<file path="src/include/sck_pkg.sv">
// package: command codes, states, timing constants of the command and clock-enable logic
`default_nettype none
package sck_pkg;
  // command code is {cs_n, ras_n, cas_n, we_n}
  localparam logic [3:0] CMD_MODE_LOAD = 4'h0;
  localparam logic [3:0] CMD_REFRESH   = 4'h1;
  localparam logic [3:0] CMD_PRECHARGE = 4'h2;
  localparam logic [3:0] CMD_ACTIVATE  = 4'h3;
  localparam logic [3:0] CMD_WRITE     = 4'h4;
  localparam logic [3:0] CMD_READ      = 4'h5;
  localparam logic [3:0] CMD_NOP       = 4'h7;

  localparam int NUM_BANKS          = 8;
  localparam int AP_BIT             = 10;
  // times in clock cycles
  localparam int SR_EXIT_READ_CLKS  = 200;
  localparam int SR_EXIT_NONRD_CLKS = 2;
  localparam int MODE_LOAD_GAP_CLKS = 2;
  localparam int PRECHARGE_CLKS     = 5;
  localparam int BURST_CLKS         = 4;
  localparam int CNT_W              = 8;
  localparam logic [7:0] BANKS_RST  = 8'h00;

  typedef enum logic [2:0] {
    ST_IDLE, ST_ACTIVE, ST_PD_ACT, ST_PD_PRE, ST_SELF_REF
  } sck_pwr_t;

  // one decoded command
  typedef struct packed {
    logic        cke;
    logic [3:0]  cmd;
    logic [2:0]  bank;
    logic [13:0] addr;
  } sck_cmd_t;
endpackage
`default_nettype wire

</file>
<file path="src/sck_core.sv">
// module: clock-enable states, bank tracking and command acceptance of the memory die
`default_nettype none
// ------------------------------------------------------------
// What this block does
// - power-down exit: clock-enable rises with NOP/DESELECT
// - self-refresh exit: clock-enable rises, NOP/DESELECT
// - refresh with clock-enable falling enters self-refresh
// - fall with NOP: active or precharge power-down
// - no refresh performed during power-down
// - no termination in self-refresh
// - mask high leaves byte unchanged
// - chip select high accepts no command
// - all strobes high is no-operation
// - bank address selects mode register written
// - activate opens row until precharged
// - read burst, A10 gives auto precharge
// - write burst, A10 gives auto precharge
// - read/write delayed by additive latency
// - precharge closes banks, idle after period
// - precharge to idle bank accepted, restarts period
// - refresh internal, address ignored
// - commands decoded at rising clock edge
// - self-refresh exit seen at a rising clock edge
// ------------------------------------------------------------
module sck_core
  import sck_pkg::*;
#(
  parameter int MAX_AL = 6
) (
  // clock and reset
  input  wire logic        i_mclk,
  input  wire logic        i_sys_rst,
  // command pins
  input  wire logic        i_cke,
  input  wire logic        i_cs_n,
  input  wire logic        i_ras_n,
  input  wire logic        i_cas_n,
  input  wire logic        i_we_n,
  input  wire logic [2:0]  i_bank,
  input  wire logic [13:0] i_addr,
  // configuration and data qualifiers
  input  wire logic [2:0]  i_additive_latency,
  input  wire logic        i_termination_control,
  input  wire logic        i_write_byte_mask,
  input  wire logic        i_write_data_valid,
  // status
  output logic [2:0]       o_pwr_state,
  output logic [7:0]       o_bank_open,
  output logic [7:0]       o_bank_precharging,
  output logic             o_termination_on,
  output logic             o_byte_write,
  output logic             o_refresh_pulse,
  output logic             o_mode_load,
  output logic [2:0]       o_mode_sel,
  output logic             o_access_pulse,
  output logic             o_access_is_write,
  output logic             o_access_auto_pre,
  output logic [2:0]       o_access_bank,
  output logic [9:0]       o_access_col,
  output logic             o_busy,
  output logic             o_read_ok
);

  // ------------------------------------------------------------
  // state
  // ------------------------------------------------------------
  typedef struct packed {
    sck_pwr_t                          pwr;
    logic                              cke_prev;
    logic [NUM_BANKS-1:0]              open;
    logic [NUM_BANKS-1:0]              prech;
    logic [NUM_BANKS-1:0][CNT_W-1:0]   pre_cnt;
    logic [NUM_BANKS-1:0][CNT_W-1:0]   burst_cnt;
    logic [NUM_BANKS-1:0]              auto_pre;
    logic [MAX_AL:0]                   al_vld;
    logic [MAX_AL:0][14:0]             al_info;
    logic [CNT_W-1:0]                  mrd_cnt;
    logic [CNT_W-1:0]                  sr_cnt;
    logic                              term_on;
    logic                              byte_wr;
    logic                              ref_p;
    logic                              ml;
    logic [2:0]                        ml_sel;
    logic                              acc_p;
    logic                              acc_wr;
    logic                              acc_ap;
    logic [2:0]                        acc_bank;
    logic [9:0]                        acc_col;
    logic                              busy;
    logic                              rd_ok;
  } sck_state_t;

  sck_state_t st_ff;
  sck_state_t nxt_st;
  sck_cmd_t   c;

  function automatic logic is_quiet(input logic [3:0] cmd);
    is_quiet = cmd[3] || (cmd == CMD_NOP);
  endfunction

  // one driver for the whole command word
  assign c = {i_cke, i_cs_n, i_ras_n, i_cas_n, i_we_n, i_bank, i_addr};

  // ------------------------------------------------------------
  // next state
  // ------------------------------------------------------------
  always_comb begin
    logic all_idle;
    logic quiet;
    logic exec;
    logic emit;
    logic [14:0] slot;
    logic [14:0] entry;
    all_idle = 1'b0;
    quiet    = 1'b0;
    exec     = 1'b0;
    emit     = 1'b0;
    slot     = '0;
    entry    = '0;
    nxt_st   = st_ff;
    nxt_st.ref_p    = 1'b0;
    nxt_st.ml       = 1'b0;
    nxt_st.acc_p    = 1'b0;
    nxt_st.byte_wr  = 1'b0;
    nxt_st.cke_prev = c.cke;
    all_idle = (st_ff.open == '0);
    // deselect accepts nothing; nop does nothing
    quiet = is_quiet(c.cmd);
    // command taken on this edge with both clock-enable samples high
    exec  = st_ff.cke_prev && c.cke && !quiet;

    // per-bank timers keep running under deselect and nop
    for (int b = 0; b < NUM_BANKS; b++) begin
      if (st_ff.pre_cnt[b] != '0) begin
        nxt_st.pre_cnt[b] = st_ff.pre_cnt[b] - CNT_W'(1);
        // period ends as the timer reaches zero
        nxt_st.prech[b]   = (st_ff.pre_cnt[b] != CNT_W'(1));
      end else begin
        nxt_st.prech[b] = 1'b0;
      end
      if (st_ff.burst_cnt[b] != '0) begin
        nxt_st.burst_cnt[b] = st_ff.burst_cnt[b] - CNT_W'(1);
        // auto precharge when the burst ends
        if (st_ff.burst_cnt[b] == CNT_W'(1) && st_ff.auto_pre[b]) begin
          nxt_st.open[b]     = 1'b0;
          nxt_st.prech[b]    = 1'b1;
          nxt_st.auto_pre[b] = 1'b0;
          nxt_st.pre_cnt[b]  = CNT_W'(PRECHARGE_CLKS);
        end
      end
    end
    if (st_ff.mrd_cnt != '0) begin
      nxt_st.mrd_cnt = st_ff.mrd_cnt - CNT_W'(1);
    end
    if (st_ff.sr_cnt != '0) begin
      nxt_st.sr_cnt = st_ff.sr_cnt - CNT_W'(1);
    end

    // additive latency pipe: slot 0 is internal registration
    nxt_st.al_vld  = {1'b0, st_ff.al_vld[MAX_AL:1]};
    nxt_st.al_info = {15'h0000, st_ff.al_info[MAX_AL:1]};
    if (st_ff.al_vld[0]) begin
      emit = 1'b1;
      slot = st_ff.al_info[0];
    end

    case (st_ff.pwr)
      ST_IDLE, ST_ACTIVE: begin
        if (st_ff.cke_prev && !c.cke) begin
          // refresh with falling clock-enable enters self-refresh
          if (c.cmd == CMD_REFRESH && all_idle) begin
            nxt_st.pwr = ST_SELF_REF;
          end else if (quiet) begin
            nxt_st.pwr = all_idle ? ST_PD_PRE : ST_PD_ACT;
          end
        end else if (exec) begin
          case (c.cmd)
            CMD_MODE_LOAD: begin
              // bank address picks the mode register
              if (all_idle && st_ff.mrd_cnt == '0) begin
                nxt_st.ml      = 1'b1;
                nxt_st.ml_sel  = c.bank;
                nxt_st.mrd_cnt = CNT_W'(MODE_LOAD_GAP_CLKS);
              end
            end
            CMD_REFRESH: begin
              if (all_idle) begin
                nxt_st.ref_p = 1'b1;
              end
            end
            CMD_ACTIVATE: begin
              // row opens until that bank is precharged
              if (!st_ff.open[c.bank] && !st_ff.prech[c.bank]) begin
                nxt_st.open[c.bank] = 1'b1;
              end
            end
            CMD_PRECHARGE: begin
              // one bank or all; idle bank accepted, period restarts
              for (int b = 0; b < NUM_BANKS; b++) begin
                if (c.addr[AP_BIT] || c.bank == 3'(b)) begin
                  nxt_st.open[b]     = 1'b0;
                  nxt_st.prech[b]    = 1'b1;
                  nxt_st.auto_pre[b] = 1'b0;
                  nxt_st.pre_cnt[b]  = CNT_W'(PRECHARGE_CLKS);
                end
              end
            end
            CMD_READ, CMD_WRITE: begin
              // burst on open row, A10 requests auto precharge
              if (st_ff.open[c.bank]) begin
                nxt_st.burst_cnt[c.bank] = CNT_W'(BURST_CLKS) + CNT_W'(i_additive_latency);
                nxt_st.auto_pre[c.bank]  = c.addr[AP_BIT];
                entry = {c.cmd == CMD_WRITE, c.bank, c.addr[AP_BIT:0]};
                // zero latency registers the access on this edge
                if (i_additive_latency == 3'h0) begin
                  emit = 1'b1;
                  slot = entry;
                end
                for (int k = 0; k < MAX_AL; k++) begin
                  if (k + 1 == int'(i_additive_latency)) begin
                    nxt_st.al_vld[k]  = 1'b1;
                    nxt_st.al_info[k] = entry;
                  end
                end
              end
            end
            default: begin
            end
          endcase
        end
      end
      ST_PD_ACT, ST_PD_PRE: begin
        // stays low: hold power-down, no refresh
        if (c.cke && quiet) begin
          nxt_st.pwr = (st_ff.open == '0) ? ST_IDLE : ST_ACTIVE;
        end
      end
      ST_SELF_REF: begin
        // clock-enable high with NOP/DESELECT ends self-refresh
        if (c.cke && quiet) begin
          nxt_st.pwr    = ST_IDLE;
          nxt_st.sr_cnt = CNT_W'(SR_EXIT_READ_CLKS);
        end
      end
      default: begin
        nxt_st.pwr = ST_IDLE;
      end
    endcase
    if (nxt_st.pwr == ST_IDLE && nxt_st.open != '0) begin
      nxt_st.pwr = ST_ACTIVE;
    end else if (nxt_st.pwr == ST_ACTIVE && nxt_st.open == '0) begin
      nxt_st.pwr = ST_IDLE;
    end

    // internal registration of a read or write
    if (emit) begin
      nxt_st.acc_p    = 1'b1;
      nxt_st.acc_wr   = slot[14];
      nxt_st.acc_bank = slot[13:11];
      nxt_st.acc_ap   = slot[AP_BIT];
      nxt_st.acc_col  = slot[9:0];
    end
    nxt_st.busy  = (nxt_st.burst_cnt != '0) || (nxt_st.mrd_cnt != '0)
                   || (nxt_st.prech != '0);
    nxt_st.rd_ok = (nxt_st.sr_cnt == '0);

    nxt_st.term_on = i_termination_control && (nxt_st.pwr != ST_SELF_REF);
    nxt_st.byte_wr = i_write_data_valid && !i_write_byte_mask;
  end

  // ------------------------------------------------------------
  // registers
  // ------------------------------------------------------------
  always_ff @(posedge i_mclk or posedge i_sys_rst) begin
    if (i_sys_rst) begin
      st_ff      <= '0;
      st_ff.pwr  <= ST_IDLE;
      st_ff.open <= BANKS_RST;
      st_ff.rd_ok <= 1'b1;
    end else begin
      st_ff <= nxt_st;
    end
  end

  assign o_pwr_state        = st_ff.pwr;
  assign o_bank_open        = st_ff.open;
  assign o_bank_precharging = st_ff.prech;
  assign o_termination_on   = st_ff.term_on;
  assign o_byte_write       = st_ff.byte_wr;
  assign o_refresh_pulse    = st_ff.ref_p;
  assign o_mode_load        = st_ff.ml;
  assign o_mode_sel         = st_ff.ml_sel;
  assign o_access_pulse     = st_ff.acc_p;
  assign o_access_is_write  = st_ff.acc_wr;
  assign o_access_auto_pre  = st_ff.acc_ap;
  assign o_access_bank      = st_ff.acc_bank;
  assign o_access_col       = st_ff.acc_col;
  assign o_busy             = st_ff.busy;
  assign o_read_ok          = st_ff.rd_ok;

endmodule // sck_core
`default_nettype wire

</file>
<file path="config.mk">
export PLATFORM = sky130hd
export DESIGN_NAME = sck_core
export DESIGN_NICKNAME = d
export VERILOG_FILES = /design/src/include/sck_pkg.sv /design/src/sck_core.sv
export SDC_FILE = /design/constraint.sdc
export NUM_CORES = 1
export LEC_CHECK = 0
export BUFFER_PORTS_ARGS = -buffer_cell sky130_fd_sc_hd__buf_4
export CAP_MARGIN = 5
export CORE_ASPECT_RATIO = 1.2
export CORE_MARGIN = 1
export CORE_UTILIZATION = 50
export DETAILED_ROUTE_END_ITERATION = 10
export PLACE_DENSITY_LB_ADDON = 0.1
export SYNTH_ARGS = -nofsm -noshare
export SYNTH_HDL_FRONTEND = slang
export SYNTH_SLANG_ARGS = --single-unit
</file>
<file path="constraint.sdc">
create_clock -name i_mclk -period 10.3 [get_ports i_mclk]
set_clock_uncertainty 0.2 [all_clocks]
set_input_delay 0 -clock i_mclk [delete_from_list [all_inputs] [get_ports i_mclk]]
set_output_delay 0 -clock i_mclk [all_outputs]
set_load 0.05 [all_outputs]
</file>
==> impl_metrics.ini <==
[status]
status = complete, no violations

[logic_synthesis]
ys_seq_elements = 293
synth_top_area_frac = 0.4835
synth.yosys.seq_area_share = 0.4853
ys_dominant_reg_cell = dfrtp_1
async_reset_ff_frac = 1.000
synth.distinct_cells = 76
synth_warnings = 0
synth_enable_flop_cells = 0
synthesis.instances = 1473
synth_area_sq_mm = 0.01511
yosys.area.top_type = dfrtp_1
synth_nets = 1555
synthTopCellsByArea = dfrtp_1, mux2_2, ha_1
syn_area_per_cell_sq_um = 10.26

[clock_network]
cts_max_level = 1
clk_pin_slew_ns = 0.06
cts.sinks = 293
tritoncts = yes
cts-root-buf = clkbuf_16
hold_buffers = 40
cts_setup_buffers = 0
ctsResizeCount = 0
cts_made_buffers = 31
clk_latency_ns = 0.58
cts_buffer_depth = 3

[route]
drc = 0
ant_nets = 0
dr.pass1.iters = 5
viasPerCell = 5.540
vias = 10859
wl_per_cell_microns = 17.53
drt_iter0_drc = 804
routed_wl_microns = 34350

[global_route]
grt_pass1_vias = 10619
grt_pass1_wl_microns = 55630
gr-total-overflow = 0
antenna_found_initial = 0
grt_max_degree = 185
track_usage = 0.2248

[sta]
max_freq_mhz = 263.8
max_slew_margin = 0.2866
hold_ws_ns = 0.03788
fin_crit_ns = 3.791
fin_setup_tns_ns = 0
maxSlewViolCount = 0
period_share = 0.3681
grt_setup_unrepaired = no
report.final.hold_viol_count = 0
final-setup-viol-count = 0
tightestPinTransition_ns = 1.070

[finish]
layout_common_cells = dfrtp_1, nor2_1, nand2_1, mux2_2, buf_4
diodes = 0
layout_commonest_cell = dfrtp_1
drive_above_1_share = 0.1490
layout.area.seq_sq_mm = 0.007333
nets = 1628
nFillCells = 2592
final_util = 0.5776
multi_input_area_sq_mm = 0.007142
syn_to_final_growth_pct = 13.52

[power]
ir_worst_vdd_v = 0.0001600
power_density_mw_per_mm2 = 249.3
p_leak_nw = 7.826

[placement]
portBuffers = 70
hpwl_microns = 23350
gp_congestion = 0.8952

[critical_path]
arrival_ns = 3.99
cp-end-kind = flip-flop
critPathRequiredTime_ns = 10.50
crit_fanout = 13
path_class = flip-flop to flip-flop
start_kind = flip-flop

[floorplan]
core_sq_mm = 0.02970
chipHeight_microns = 192.4
num_io_pins = 74
initial_utilization = 0.5088
rows = 69
dieArea_sq_mm = 0.03093
die_w_microns = 160.7

[hold_path]
hold_path.class = input pin to flip-flop

[run]
drv_cap = 0
[report_power, final]
group / internal [mW] / switching, mW
combinational: 0.618 / 0.776
clock: 0.634 / 0.459
sequential: 1.46 / 0.329
total: 2.71 / 1.56
[cells in the mapped netlist, drive strengths merged (31+ instances only)]
cell type	count
a21oi	40
buf	45
clkbuf	31
dfrtp	292
ha	52
inv	53
mux2	85
nand2	136
nor2	173
nor3	45
o21ai	50
xnor2	64
xor2	50
[through the flow]
step / setup WS [ns] / total power, mW / cells / instance area, sq um
floorplan: 2.011 / 2.851 / 1473 / 15110
global placement: 6.602 / 3.144 / 1863 / 15760
detailed placement: 6.581 / 3.179 / 1863 / 15760
CTS: 6.596 / 4.312 / 1960 / 17160
global route: 6.425 / 4.583 / 1960 / 17160
finish: 6.509 / 4.277 / 1960 / 17160
[worst paths after layout]
path,start,cells past startpoint,slack [ns],endpoint
worst max-delay path,o_pwr_state[1],7,6.51,o_busy
worst min-delay path,i_addr[6],3,0.04,st_ff[122]
worst max register to register,o_pwr_state[1],7,6.51,o_busy
worst min register to register,st_ff[151],1,0.23,st_ff[150]
max in group asynchronous,i_sys_rst,5,7.84,o_bank_open[7]
min in group asynchronous,i_sys_rst,4,0.57,o_mode_sel[1]
[cells by family (layout without fill, tap and decap cells)]
family                   Yosys count  after routing  synth area share
AO/OA/AOI/OAI                    188            188           0.08106
XOR/XNOR                         114            114           0.06607
adder cells (fa/ha/maj)           52             52           0.04305
buffers and inverters            130            227           0.04214
flip-flops                       293            293            0.4853
multiplexers                     113            113           0.08379
AND/OR/NAND/NOR                  583            583            0.1986
[area by class of cell]
type / instances / share of cell area
Clock inverter: 14 / 0.008023
Clock buffer: 43 / 0.05018
Multi-Input combinational cell: 1050 / 0.4163
Sequential cell: 293 / 0.4275
Inverter: 54 / 0.01225
Tap cell: 390 / 0.02844
Timing Repair Buffer: 116 / 0.05733
[critical path, stage by stage (launching register included)]
cell and delay [ns]:
dfrtp_1 0.50, and4bb_2 0.41, nand2_1 0.40, a2bb2oi_1 0.80
o211ai_1 0.28, or3_1 0.48, nor4_1 0.33, nand4_1 0.22
[per-layer routing]
layer  global-route usage  wire (microns)  up-vias
met5                    0               0        -
met4              0.08382            1198        0
met3              0.03159            1774       65
met2               0.3826           16360      262
met1               0.2919           15020     5275
li1                     -               -     5257
[state kept, by name, summed over array words and instances, names as in the netlist]
name                cells
o_access_auto_pre       1
o_access_bank           3
o_access_col           10
o_access_is_write       1
o_access_pulse          1
o_bank_open             8
o_bank_precharging      8
o_busy                  1
o_byte_write            1
o_mode_load             1
o_mode_sel              3
o_pwr_state             3
o_read_ok               1
o_refresh_pulse         1
o_termination_on        1
st_ff                 249
No activity file was read; power rests on OpenSTA's default activity.
